$ cat src/core/arlt_pkg.sv
package arlt_pkg;

	// Count clock source codes
	localparam logic [1:0] ARLT_SRC_CORE     = 2'h0;  // Core clock
	localparam logic [1:0] ARLT_SRC_CORE_D12 = 2'h1;  // Core clock divided by 12
	localparam logic [1:0] ARLT_SRC_EXT_D8   = 2'h2;  // External oscillator / 8
	localparam logic [1:0] ARLT_SRC_LFO_D8   = 2'h3;  // Low-frequency oscillator / 8

	// Timing counts
	localparam int unsigned ARLT_CORE_DIV    = 12;    // Prescaler ratio for the slow core source
	localparam logic [3:0]  ARLT_PRE_LAST    = 4'(ARLT_CORE_DIV - 1);
	localparam logic [1:0]  ARLT_SYNC_TICKS  = 2'h3;  // Timer clocks of busy after foreign wake

	// Reset values
	localparam logic [7:0]  ARLT_BYTE_RST    = 8'h00; // Counter and reload bytes
	localparam logic [7:0]  ARLT_BYTE_MAX    = 8'hff; // Byte value that wraps

	// Software byte access
	typedef struct packed {
		logic       wrCntLow;   // Write count_low_byte
		logic       wrCntHigh;  // Write count_high_byte
		logic       wrRldLow;   // Write reload_low_byte
		logic       wrRldHigh;  // Write reload_high_byte
		logic [7:0] wrData;     // Byte to write
	} arlt_wr_t;

	// Control and configuration bits
	typedef struct packed {
		logic       splitModeSelect;  // 1: two 8-bit counters
		logic       lowByteIrqEnable; // Low byte wrap also interrupts
		logic       timerIrqEnable;   // Timer interrupt enable
		logic [1:0] clkSel;           // Count clock source
		logic       clrHighOvf;       // Clear high overflow flag
		logic       clrLowOvf;        // Clear low overflow flag
	} arlt_ctl_t;

	// Counter and reload bytes as seen by software
	typedef struct packed {
		logic [7:0] countHighByte;
		logic [7:0] countLowByte;
		logic [7:0] reloadHighByte;
		logic [7:0] reloadLowByte;
	} arlt_rd_t;

endpackage : arlt_pkg

$ cat src/core/arlt_timer.sv
// Behaviour
// - 16-bit count held as two bytes
// - Split bit chooses 16-bit or two 8-bit
// - Four selectable count clock sources
// - Slow clocks synchronised, direct in suspend
// - Counts in suspend, overflow wakes device
// - Busy flag up to three ticks after wake
// - 16-bit wrap reloads and sets high flag
// - Interrupt on high overflow when enabled
// - Low byte wrap interrupts when enabled
`timescale 1ns/100ps
`default_nettype none

module arlt_timer
	import arlt_pkg::*;
(
	input  wire logic      mclk,          // Core clock, 200 MHz
	input  wire logic      rst_n,         // Synchronous reset, active low
	input  wire arlt_wr_t  swWr,          // Software byte writes
	input  wire arlt_ctl_t ctl,           // Control bits
	input  wire logic      extOscDiv8,    // External oscillator / 8, asynchronous
	input  wire logic      lfoDiv8,       // Low-freq oscillator / 8, asynchronous
	input  wire logic      suspend,       // Device is in suspend
	input  wire logic      wakeOther,     // Pulse: wake by a source other than timer
	output arlt_rd_t       swRd,          // Counter and reload bytes
	output logic           highOvfFlag,   // High byte overflow flag
	output logic           lowOvfFlag,    // Low byte overflow flag
	output logic           irqReq,        // Interrupt request level
	output logic           wakeReq,       // Pulse: overflow ends suspend
	output logic           suspendSyncBusyFlag // Counter registers not safe
);

	// Synchroniser and edge state for slow sources
	logic [1:0] extSync_r, extSync_nxt;    // Two-stage sync of external clock
	logic [1:0] lfoSync_r, lfoSync_nxt;    // Two-stage sync of LOW_FREQ_OSCILLATOR clock
	logic       extPrev_r, extPrev_nxt;    // Extra stage for edge detect
	logic       lfoPrev_r, lfoPrev_nxt;
	logic       extPrev_q, extPrev_q_nxt;  // Third-stage history, external
	logic       lfoPrev_q, lfoPrev_q_nxt;  // Third-stage history, LOW_FREQ_OSCILLATOR
	logic [3:0] pre_r,     pre_nxt;        // Divide-by-12 prescaler
	logic       tick;                      // One count clock this cycle

	// Only stage 2 of each synchroniser feeds logic
	always_comb begin
		extSync_nxt = {extSync_r[0], extOscDiv8};
		lfoSync_nxt = {lfoSync_r[0], lfoDiv8};
		extPrev_nxt = extSync_r[1];
		lfoPrev_nxt = lfoSync_r[1];
		pre_nxt     = (pre_r == ARLT_PRE_LAST) ? 4'h0 : pre_r + 4'h1;
	end

	// Source select and edge detect
	always_comb begin
		unique case (ctl.clkSel)
			ARLT_SRC_CORE:     tick = 1'b1;
			ARLT_SRC_CORE_D12: tick = (pre_r == ARLT_PRE_LAST);
			// Outside suspend the edge waits one more stage; in suspend the
			// synchronised level is used straight, trading a cycle of margin
			// for wake latency while the core clock is slow or gated.
			ARLT_SRC_EXT_D8: begin
				if (suspend) begin
					tick = extSync_r[1] & ~extPrev_r;
				end else begin
					tick = extPrev_r & ~extPrev_q;
				end
			end
			// LOW_FREQ_OSCILLATOR / 8 source, edge detected the same way as the external source
			ARLT_SRC_LFO_D8: begin
				if (suspend) begin
					tick = lfoSync_r[1] & ~lfoPrev_r;
				end else begin
					tick = lfoPrev_r & ~lfoPrev_q;
				end
			end
		endcase
	end

	// Third-stage history for the non-suspend edge
	always_comb begin
		extPrev_q_nxt = extPrev_r;
		lfoPrev_q_nxt = lfoPrev_r;
	end

	// Register the clocking front end
	always_ff @(posedge mclk) begin
		if (!rst_n) begin
			extSync_r <= 2'h0;
			lfoSync_r <= 2'h0;
			extPrev_r <= 1'b0;
			lfoPrev_r <= 1'b0;
			extPrev_q <= 1'b0;
			lfoPrev_q <= 1'b0;
			pre_r     <= 4'h0;
		end else begin
			extSync_r <= extSync_nxt;
			lfoSync_r <= lfoSync_nxt;
			extPrev_r <= extPrev_nxt;
			lfoPrev_r <= lfoPrev_nxt;
			extPrev_q <= extPrev_q_nxt;
			lfoPrev_q <= lfoPrev_q_nxt;
			pre_r     <= pre_nxt;
		end
	end

	// Counter, reload and flag state
	logic [7:0] cntLo_r, cntLo_nxt;     // count_low_byte
	logic [7:0] cntHi_r, cntHi_nxt;     // count_high_byte
	logic [7:0] rldLo_r, rldLo_nxt;     // reload_low_byte
	logic [7:0] rldHi_r, rldHi_nxt;     // reload_high_byte
	logic       hiFlag_r, hiFlag_nxt;   // High overflow flag
	logic       loFlag_r, loFlag_nxt;   // Low overflow flag
	logic       wake_r, wake_nxt;       // Wake pulse
	logic       busy_r, busy_nxt;       // Sync busy flag
	logic [1:0] busyCnt_r, busyCnt_nxt; // Timer clocks left while busy
	logic       loWrap;                 // Low byte wraps this tick
	logic       hiWrap;                 // High byte or full count wraps
	logic       wrOk;                   // Software write accepted

	// Next counter values
	always_comb begin
		loWrap    = tick & (cntLo_r == ARLT_BYTE_MAX);
		cntLo_nxt = cntLo_r;
		cntHi_nxt = cntHi_r;
		if (ctl.splitModeSelect) begin
			hiWrap = tick & (cntHi_r == ARLT_BYTE_MAX);
			if (tick) begin
				cntLo_nxt = loWrap ? rldLo_r : cntLo_r + 8'h01;
				cntHi_nxt = hiWrap ? rldHi_r : cntHi_r + 8'h01;
			end
		end else begin
			hiWrap = loWrap & (cntHi_r == ARLT_BYTE_MAX);
			if (hiWrap) begin
				cntLo_nxt = rldLo_r;
				cntHi_nxt = rldHi_r;
			end else if (tick) begin
				{cntHi_nxt, cntLo_nxt} = {cntHi_r, cntLo_r} + 16'h0001;
			end
		end
		// Writes refused while the sync is unsafe; write beats a tick
		wrOk = ~busy_r;
		if (wrOk & swWr.wrCntLow) begin
			cntLo_nxt = swWr.wrData;
		end
		if (wrOk & swWr.wrCntHigh) begin
			cntHi_nxt = swWr.wrData;
		end
		rldLo_nxt = (wrOk & swWr.wrRldLow)  ? swWr.wrData : rldLo_r;
		rldHi_nxt = (wrOk & swWr.wrRldHigh) ? swWr.wrData : rldHi_r;
	end

	// Next flag, wake and busy values
	always_comb begin
		// Set wins over a clear in the same cycle
		hiFlag_nxt = hiWrap | (hiFlag_r & ~ctl.clrHighOvf);
		loFlag_nxt = loWrap | (loFlag_r & ~ctl.clrLowOvf);
		wake_nxt   = suspend & hiWrap;
		busy_nxt    = busy_r;
		busyCnt_nxt = busyCnt_r;
		if (wakeOther) begin
			busy_nxt    = 1'b1;
			busyCnt_nxt = ARLT_SYNC_TICKS;
		end else if (busy_r & tick) begin
			busyCnt_nxt = busyCnt_r - 2'h1;
			busy_nxt    = (busyCnt_r != 2'h1);
		end
	end

	// Register counter and flag state
	always_ff @(posedge mclk) begin
		if (!rst_n) begin
			cntLo_r   <= ARLT_BYTE_RST;
			cntHi_r   <= ARLT_BYTE_RST;
			rldLo_r   <= ARLT_BYTE_RST;
			rldHi_r   <= ARLT_BYTE_RST;
			hiFlag_r  <= 1'b0;
			loFlag_r  <= 1'b0;
			wake_r    <= 1'b0;
			busy_r    <= 1'b0;
			busyCnt_r <= 2'h0;
		end else begin
			cntLo_r   <= cntLo_nxt;
			cntHi_r   <= cntHi_nxt;
			rldLo_r   <= rldLo_nxt;
			rldHi_r   <= rldHi_nxt;
			hiFlag_r  <= hiFlag_nxt;
			loFlag_r  <= loFlag_nxt;
			wake_r    <= wake_nxt;
			busy_r    <= busy_nxt;
			busyCnt_r <= busyCnt_nxt;
		end
	end

	// Outputs
	always_comb begin
		swRd                = '{cntHi_r, cntLo_r, rldHi_r, rldLo_r};
		highOvfFlag         = hiFlag_r;
		lowOvfFlag          = loFlag_r;
		// Level request held until software clears the flag
		irqReq              = ctl.timerIrqEnable &
		                      (hiFlag_r | (ctl.lowByteIrqEnable & loFlag_r));
		wakeReq             = wake_r;
		suspendSyncBusyFlag = busy_r;
	end

endmodule : arlt_timer

`default_nettype wire

$ cat config.mk
export PLATFORM = sky130hd
export DESIGN_NAME = arlt_timer
export DESIGN_NICKNAME = d
export VERILOG_FILES = /design/src/core/arlt_pkg.sv /design/src/core/arlt_timer.sv
export SDC_FILE = /design/constraint.sdc
export NUM_CORES = 1
export LEC_CHECK = 0
export BUFFER_PORTS_ARGS = -buffer_cell sky130_fd_sc_hd__buf_4
export CAP_MARGIN = 0
export CORE_MARGIN = 5
export CORE_UTILIZATION = 45
export CTS_BUF_LIST = sky130_fd_sc_hd__clkbuf_4
export DETAILED_ROUTE_END_ITERATION = 6
export PLACE_DENSITY_LB_ADDON = 0.25
export SYNTH_ARGS = -nofsm -noshare
export SYNTH_HDL_FRONTEND = slang
export SYNTH_SLANG_ARGS = --single-unit
$ cat constraint.sdc
create_clock -name mclk -period 4.8 [get_ports mclk]
set_input_delay 0.24 -clock mclk [delete_from_list [all_inputs] [get_ports mclk]]
set_output_delay 0.24 -clock mclk [all_outputs]
set_load 0.005 [all_outputs]
=== After elaboration in Yosys (flattened, before gate mapping) ===
Index checks and enable logic that the tools add are counted.

* Register bits after elaboration: 50
* Input bits: 25
* Output and inout port bits: 37

* Add/subtract/negate cells: 5
* Eq/ne operators: 9
* Muxes and demuxes: 20
* Bitwise logic cells: 28
* Reductions and logical operators: 7

{| class="wikitable"
|+ Operators with widths
! operator !! count
|-
| 8-bit two-way mux || 12
|-
| 1-bit bitwise AND || 17
|-
| 16-bit by 1-bit adder with 16-bit output (second input constant) || 1
|-
| 8-bit by 1-bit adder with 8-bit output (second input constant) || 2
|-
| 8-bit == test (second input constant) || 2
|-
| 1-bit inverter || 8
|-
| 3-bit by 1-bit != test with 1-bit output (second input constant) || 2
|-
| 3-bit nonzero test || 2
|-
| 1-bit two-way mux || 5
|-
| 4-bit by 1-bit adder with 4-bit output (second input constant) || 1
|-
| 2-bit == test (second input constant) || 2
|-
| 4-bit == test (second input constant) || 1
|-
| 2-bit two-way mux || 2
|-
| 1-bit one-hot mux with 4 select lines || 1
|-
| 2-bit AND reduction || 2
|-
| 1-bit OR || 3
|-
| 2-bit by 1-bit == test with 1-bit output (second input constant) || 1
|-
| 2-bit logical NOT || 1
|-
| 2-bit by 1-bit != test with 1-bit output (second input constant) || 1
|-
| 2-bit nonzero test || 1
|-
| 2-bit OR reduction || 1
|-
| 2-bit by 1-bit subtractor with 2-bit output (second input constant) || 1
|}

=== Depth between registers and ports, before layout ===
* Depth in word-level cells: 9
* Mapped depth: 9

=== Worst setup path before layout ===
OpenSTA, ideal clock, no wires.

* Path kind: register to register
* Start point: register cntHi_r[1]
* End point: register cntLo_r[1]
* Setup time: 116 ps
* Arrival time: 1910 ps
* Data required time: 4684 ps
* Setup slack: 2774 ps
* Stages on the path, launching flop included: 8
* Cell sequence: dfxtp_1 -> ha_1 -> nand3_1 -> nand2b_1 -> a21boi_2 -> mux2i_1 -> a211oi_1 -> a31o_2

* Cells in the longest elaborated chain, start to end: 5
* Elaborated cells between the ends (all ways): 7
* Those cells by class: eq/ne: 1; mux: 3; bitwise: 1; reduce/logical: 2

{| class="wikitable"
|+ Ends and longest elaborated chain
! element !! line !! RTL
|-
| from (decl) || arlt_timer.sv:107 || <nowiki>logic [7:0] cntHi_r, cntHi_nxt;</nowiki>
|-
| from (signal assigned) || arlt_timer.sv:182 || <nowiki>cntHi_r <= cntHi_nxt;</nowiki>
|-
| 8-bit == test (*) || arlt_timer.sv:131 || <nowiki>hiWrap = loWrap & (cntHi_r == ARLT_BYTE_MAX);</nowiki>
|-
| 1-bit bitwise AND (*) || arlt_timer.sv:131 ||
|-
| 8-bit two-way mux || arlt_timer.sv:132 || <nowiki>if (hiWrap) begin</nowiki>
|-
| 8-bit two-way mux || arlt_timer.sv:124 || <nowiki>if (ctl.splitModeSelect) begin</nowiki>
|-
| 8-bit two-way mux || arlt_timer.sv:141 || <nowiki>if (wrOk & swWr.wrCntLow) begin</nowiki>
|-
| to (signal assigned) || arlt_timer.sv:181 || <nowiki>cntLo_r <= cntLo_nxt;</nowiki>
|-
| to (decl) || arlt_timer.sv:106 || <nowiki>logic [7:0] cntLo_r, cntLo_nxt;</nowiki>
|}

Every way passes the cells marked *; elsewhere a longest branch is shown, timed or not.
A chain may end at the register's enable or synchronous reset.

=== Worst setup path in the final report ===
* Start point: register cntHi_r[1]
* End point: register cntHi_r[3]

* Cells in the longest elaborated chain, start to end: 6
* Elaborated cells between the ends (all ways): 13
* Those cells by class: add/sub: 2; eq/ne: 1; mux: 6; bitwise: 2; reduce/logical: 2

{| class="wikitable"
|+ Ends and longest elaborated chain
! element
|-
| parallel branches: the longest is 6 deep, another holds 16-bit by 1-bit adder with 16-bit output
|}

Parallel ways; which one is timed is not known. The select of a mux whose other input is x is not followed.

==> flow_metrics.py <==
metrics = {
    "run_status": {
        "status": "finished clean",
    },
    "timing": {
        "finalHoldViolCount": 0,
        "finalSetupViolCount": 0,
        "setup_slack_ns": 2.31,
        "max_freq_mhz": 401,
        "finalCritPeriodShare_pct": 51.9,
        "drv_slew": 0,
        "slew_headroom_pct": 57.2,
        "fin_setup_tns_ns": 0,
        "worst_clock_skew_ns": 0.0180,
        "post-route-min-period_ns": 2.49,
        "rsz0062_at_grt": "false",
        "tightest_slew_ns": 0.641,
    },
    "setup_path": {
        "cp_max_fo": 8,
        "arrival_ns": 2.78,
        "cp_data_required_time_ns": 5.09,
        "end_kind": "flip-flop",
        "crit_type": "reg2reg",
        "cp-start-kind": "flip-flop",
    },
    "power_and_ir_drop": {
        "ir_drop_uv": 157,
        "p_leak_uw": 0.00128,
        "powerDensity_nw_per_um2": 259,
        "p_seq_share_pct": 57.7,
        "p_sw_share_pct": 30.5,
        "clock_power_share_pct": 24.3,
        "internal_power_uw": 571,
        "power.switching_uw": 250,
        "combPwrFrac_pct": 18.0,
    },
    "drt": {
        "drt_pass1_iterations": 4,
        "vias": 2563,
        "ant_nets": 0,
        "drt_wl_total_um": 7440,
        "drt_iter0_markers": 223,
        "via_per_inst": 5.65,
        "drc": 0,
        "wire_per_inst_um": 16.4,
    },
    "hold_path": {
        "hold_path_class": "in2reg",
    },
    "global_route": {
        "grt_pass1_wl_um": 12000,
        "antenna_found_initial": 0,
        "grt_max_degree": 50,
        "grt_remaining_overflow": 0,
        "grt_pass1_vias": 2385,
        "gr-usage-all-layers_pct": 20.0,
    },
    "logic_synthesis": {
        "post-synth-top-count-cell": "nand2_1",
        "ys_types": 60,
        "synth_nets": 359,
        "synth-compound-area-share_pct": 20.5,
        "syn_area_per_cell_um2": 8.14,
        "synth.area.mux_share_pct": 3.45,
        "synthFlopType": "dfxtp_1",
        "synth_area_leaders": "dfxtp_1 37%, nand2_1 8.0%, a21boi_0 4.5%",
        "yosysSeqAreaShare_pct": 37.3,
        "synth_common_cells": "57 x nand2_1, 50 x dfxtp_1, 21 x a21oi_1, 21 x nor2_1, 16 x a21boi_0",
        "synth_warnings": 0,
        "syn-instance-count": 330,
        "synth-edff-count": 0,
        "synth_simple_gate_area_share_pct": 28.8,
        "synth_top_family_by_area": "simple AND/OR/NAND/NOR gates",
        "synth_xor_area_share_pct": 2.94,
        "ys_async_sr_fraction_pct": 0,
        "syn_area_um2": 2690,
        "yosysTopAreaCellShare_pct": 37.3,
        "yosys.area_share.adder_pct": 1.86,
        "synth_top_area_cell": "dfxtp_1",
        "synth-seq-cells": 50,
    },
    "placement": {
        "place_congestion": 0.959,
        "port_buffers": 61,
        "dp_slack_ns": 2.38,
        "dp_hpwl_um": 5520,
    },
    "floorplanning": {
        "ios": 62,
        "die_w_um": 87.2,
        "die_h_um": 87.2,
        "dieArea_um2": 7610,
        "core_area_um2": 5850,
        "rows": 28,
        "start_util_pct": 45.9,
    },
    "cells_and_area": {
        "area_growth_pct": 18.3,
        "diodes": 0,
        "final_nets": 407,
        "n_fill_cell": 575,
        "final_util_pct": 54.3,
        "drive_gt1_share_pct": 22.2,
    },
    "clocking": {
        "htreeDepth": 2,
        "cts_resized": 0,
        "ctsHoldBuffers": 0,
        "cts_buffers": 5,
        "clkTransAtPathRegs_ns": 0.16,
        "cts_max_path_buffers": 2,
        "cts_tree": "done",
        "clock_latency_ns": 0.37,
        "cts.root.buffer_cell": "clkbuf_4",
        "cts_setup_buffers": 0,
        "clock-sinks": 50,
    },
    "job": {
        "drv_cap": 0,
    },
}
metrics by stage:
stage / total power (uW) / area (um2) / hold WS [ns] / instances
6_report: 821 / 3180 / 0.0680 / 454
5_1_grt: 865 / 3180 / 0.0481 / 454
4_1_cts: 829 / 3180 / 0.0483 / 454
3_5_place_dp: 631 / 3120 / 0.424 / 446
3_3_place_gp: 628 / 3120 / 0.414 / 446
2_1_floorplan: 563 / 2690 / 0.354 / 330
state kept, by name (all words and copies together), names as in the netlist:
register and count:
busyCnt_r 2, cntHi_r 8, cntLo_r 8, extPrev_q 1, extPrev_q_nxt 1, extSync_r 2
highOvfFlag 1, lfoPrev_q 1, lfoPrev_q_nxt 1, lfoSync_r 2, lowOvfFlag 1, pre_r 4
rldHi_r 8, rldLo_r 8, suspendSyncBusyFlag 1, wakeReq 1
cells in the final DEF, fill, tap and decap left out, types with 9 or more instances in the layout:
master,netlist,routed
a21boi_0,16,16
a21oi_1,21,21
nand2_1,57,57
dfxtp_1,50,50
buf_4,3,61
and2_1,10,10
nor2_1,21,21
nor2b_1,9,9
o21ai_0,14,14
nand3_1,14,14
power groups by stage:
stage / Sequential [uW] / Clock [uW] / Combinational [uW]
floorplan: 471 / 0 / 92.4
global placement: 482 / 0 / 146
detailed placement: 483 / 0 / 148
CTS: 474 / 207 / 148
global route: 479 / 222 / 164
finish: 474 / 199 / 148
cell families after synthesis:
group                      Yosys count
AOI/OAI and AO/OA                   80
xor gates and xnor gates             9
adders and majority gates            4
buffers and inverters               26
DFF                                 50
muxes                                9
and+or+nand+nor                    152
worst paths after layout:
check | start | to | slack [ns] | cells after the start
max | cntHi_r[1]$_SDFFE_PN0P_ | cntHi_r[3]$_SDFFE_PN0P_ | 2.31 | 7
min | lfoDiv8 | lfoSync_r[0]$_SDFF_PN0_ | 0.07 | 2
max reg2reg | cntHi_r[1]$_SDFFE_PN0P_ | cntHi_r[3]$_SDFFE_PN0P_ | 2.31 | 7
min reg2reg | extSync_r[0]$_SDFF_PN0_ | extSync_r[1]$_SDFF_PN0_ | 0.46 | 1
metal layers:
layer	GRT usage, %	part of all wire (%)	vias up
met5	0	0	-
met3	3.60	6.0	6
met4	4.46	0.91	0
met1	28.1	46	1215
li1	-	-	1267
met2	32.1	47	75
area by class of cell:
cell class / count / area, um2 / area share, %
Clock buffer: 5 / 37.5 / 1.18
Tap cell: 75 / 93.8 / 2.95
Timing Repair Buffer: 61 / 458 / 14.4
Multi-Input combinational cell: 254 / 1540 / 48.6
Sequential cell: 50 / 1000 / 31.5
Inverter: 6 / 22.5 / 0.709
Clock inverter: 3 / 21.3 / 0.670
critical path: stages (launching register included):
cell     delay, ns
dfxtp_1       0.52
ha_1          0.27
nand3_1       0.19
nor4_2        0.55
o21ai_0       0.34
mux2i_1       0.22
nor2_1        0.05
o311a_1       0.27
(Power assumes the default switching activity.)
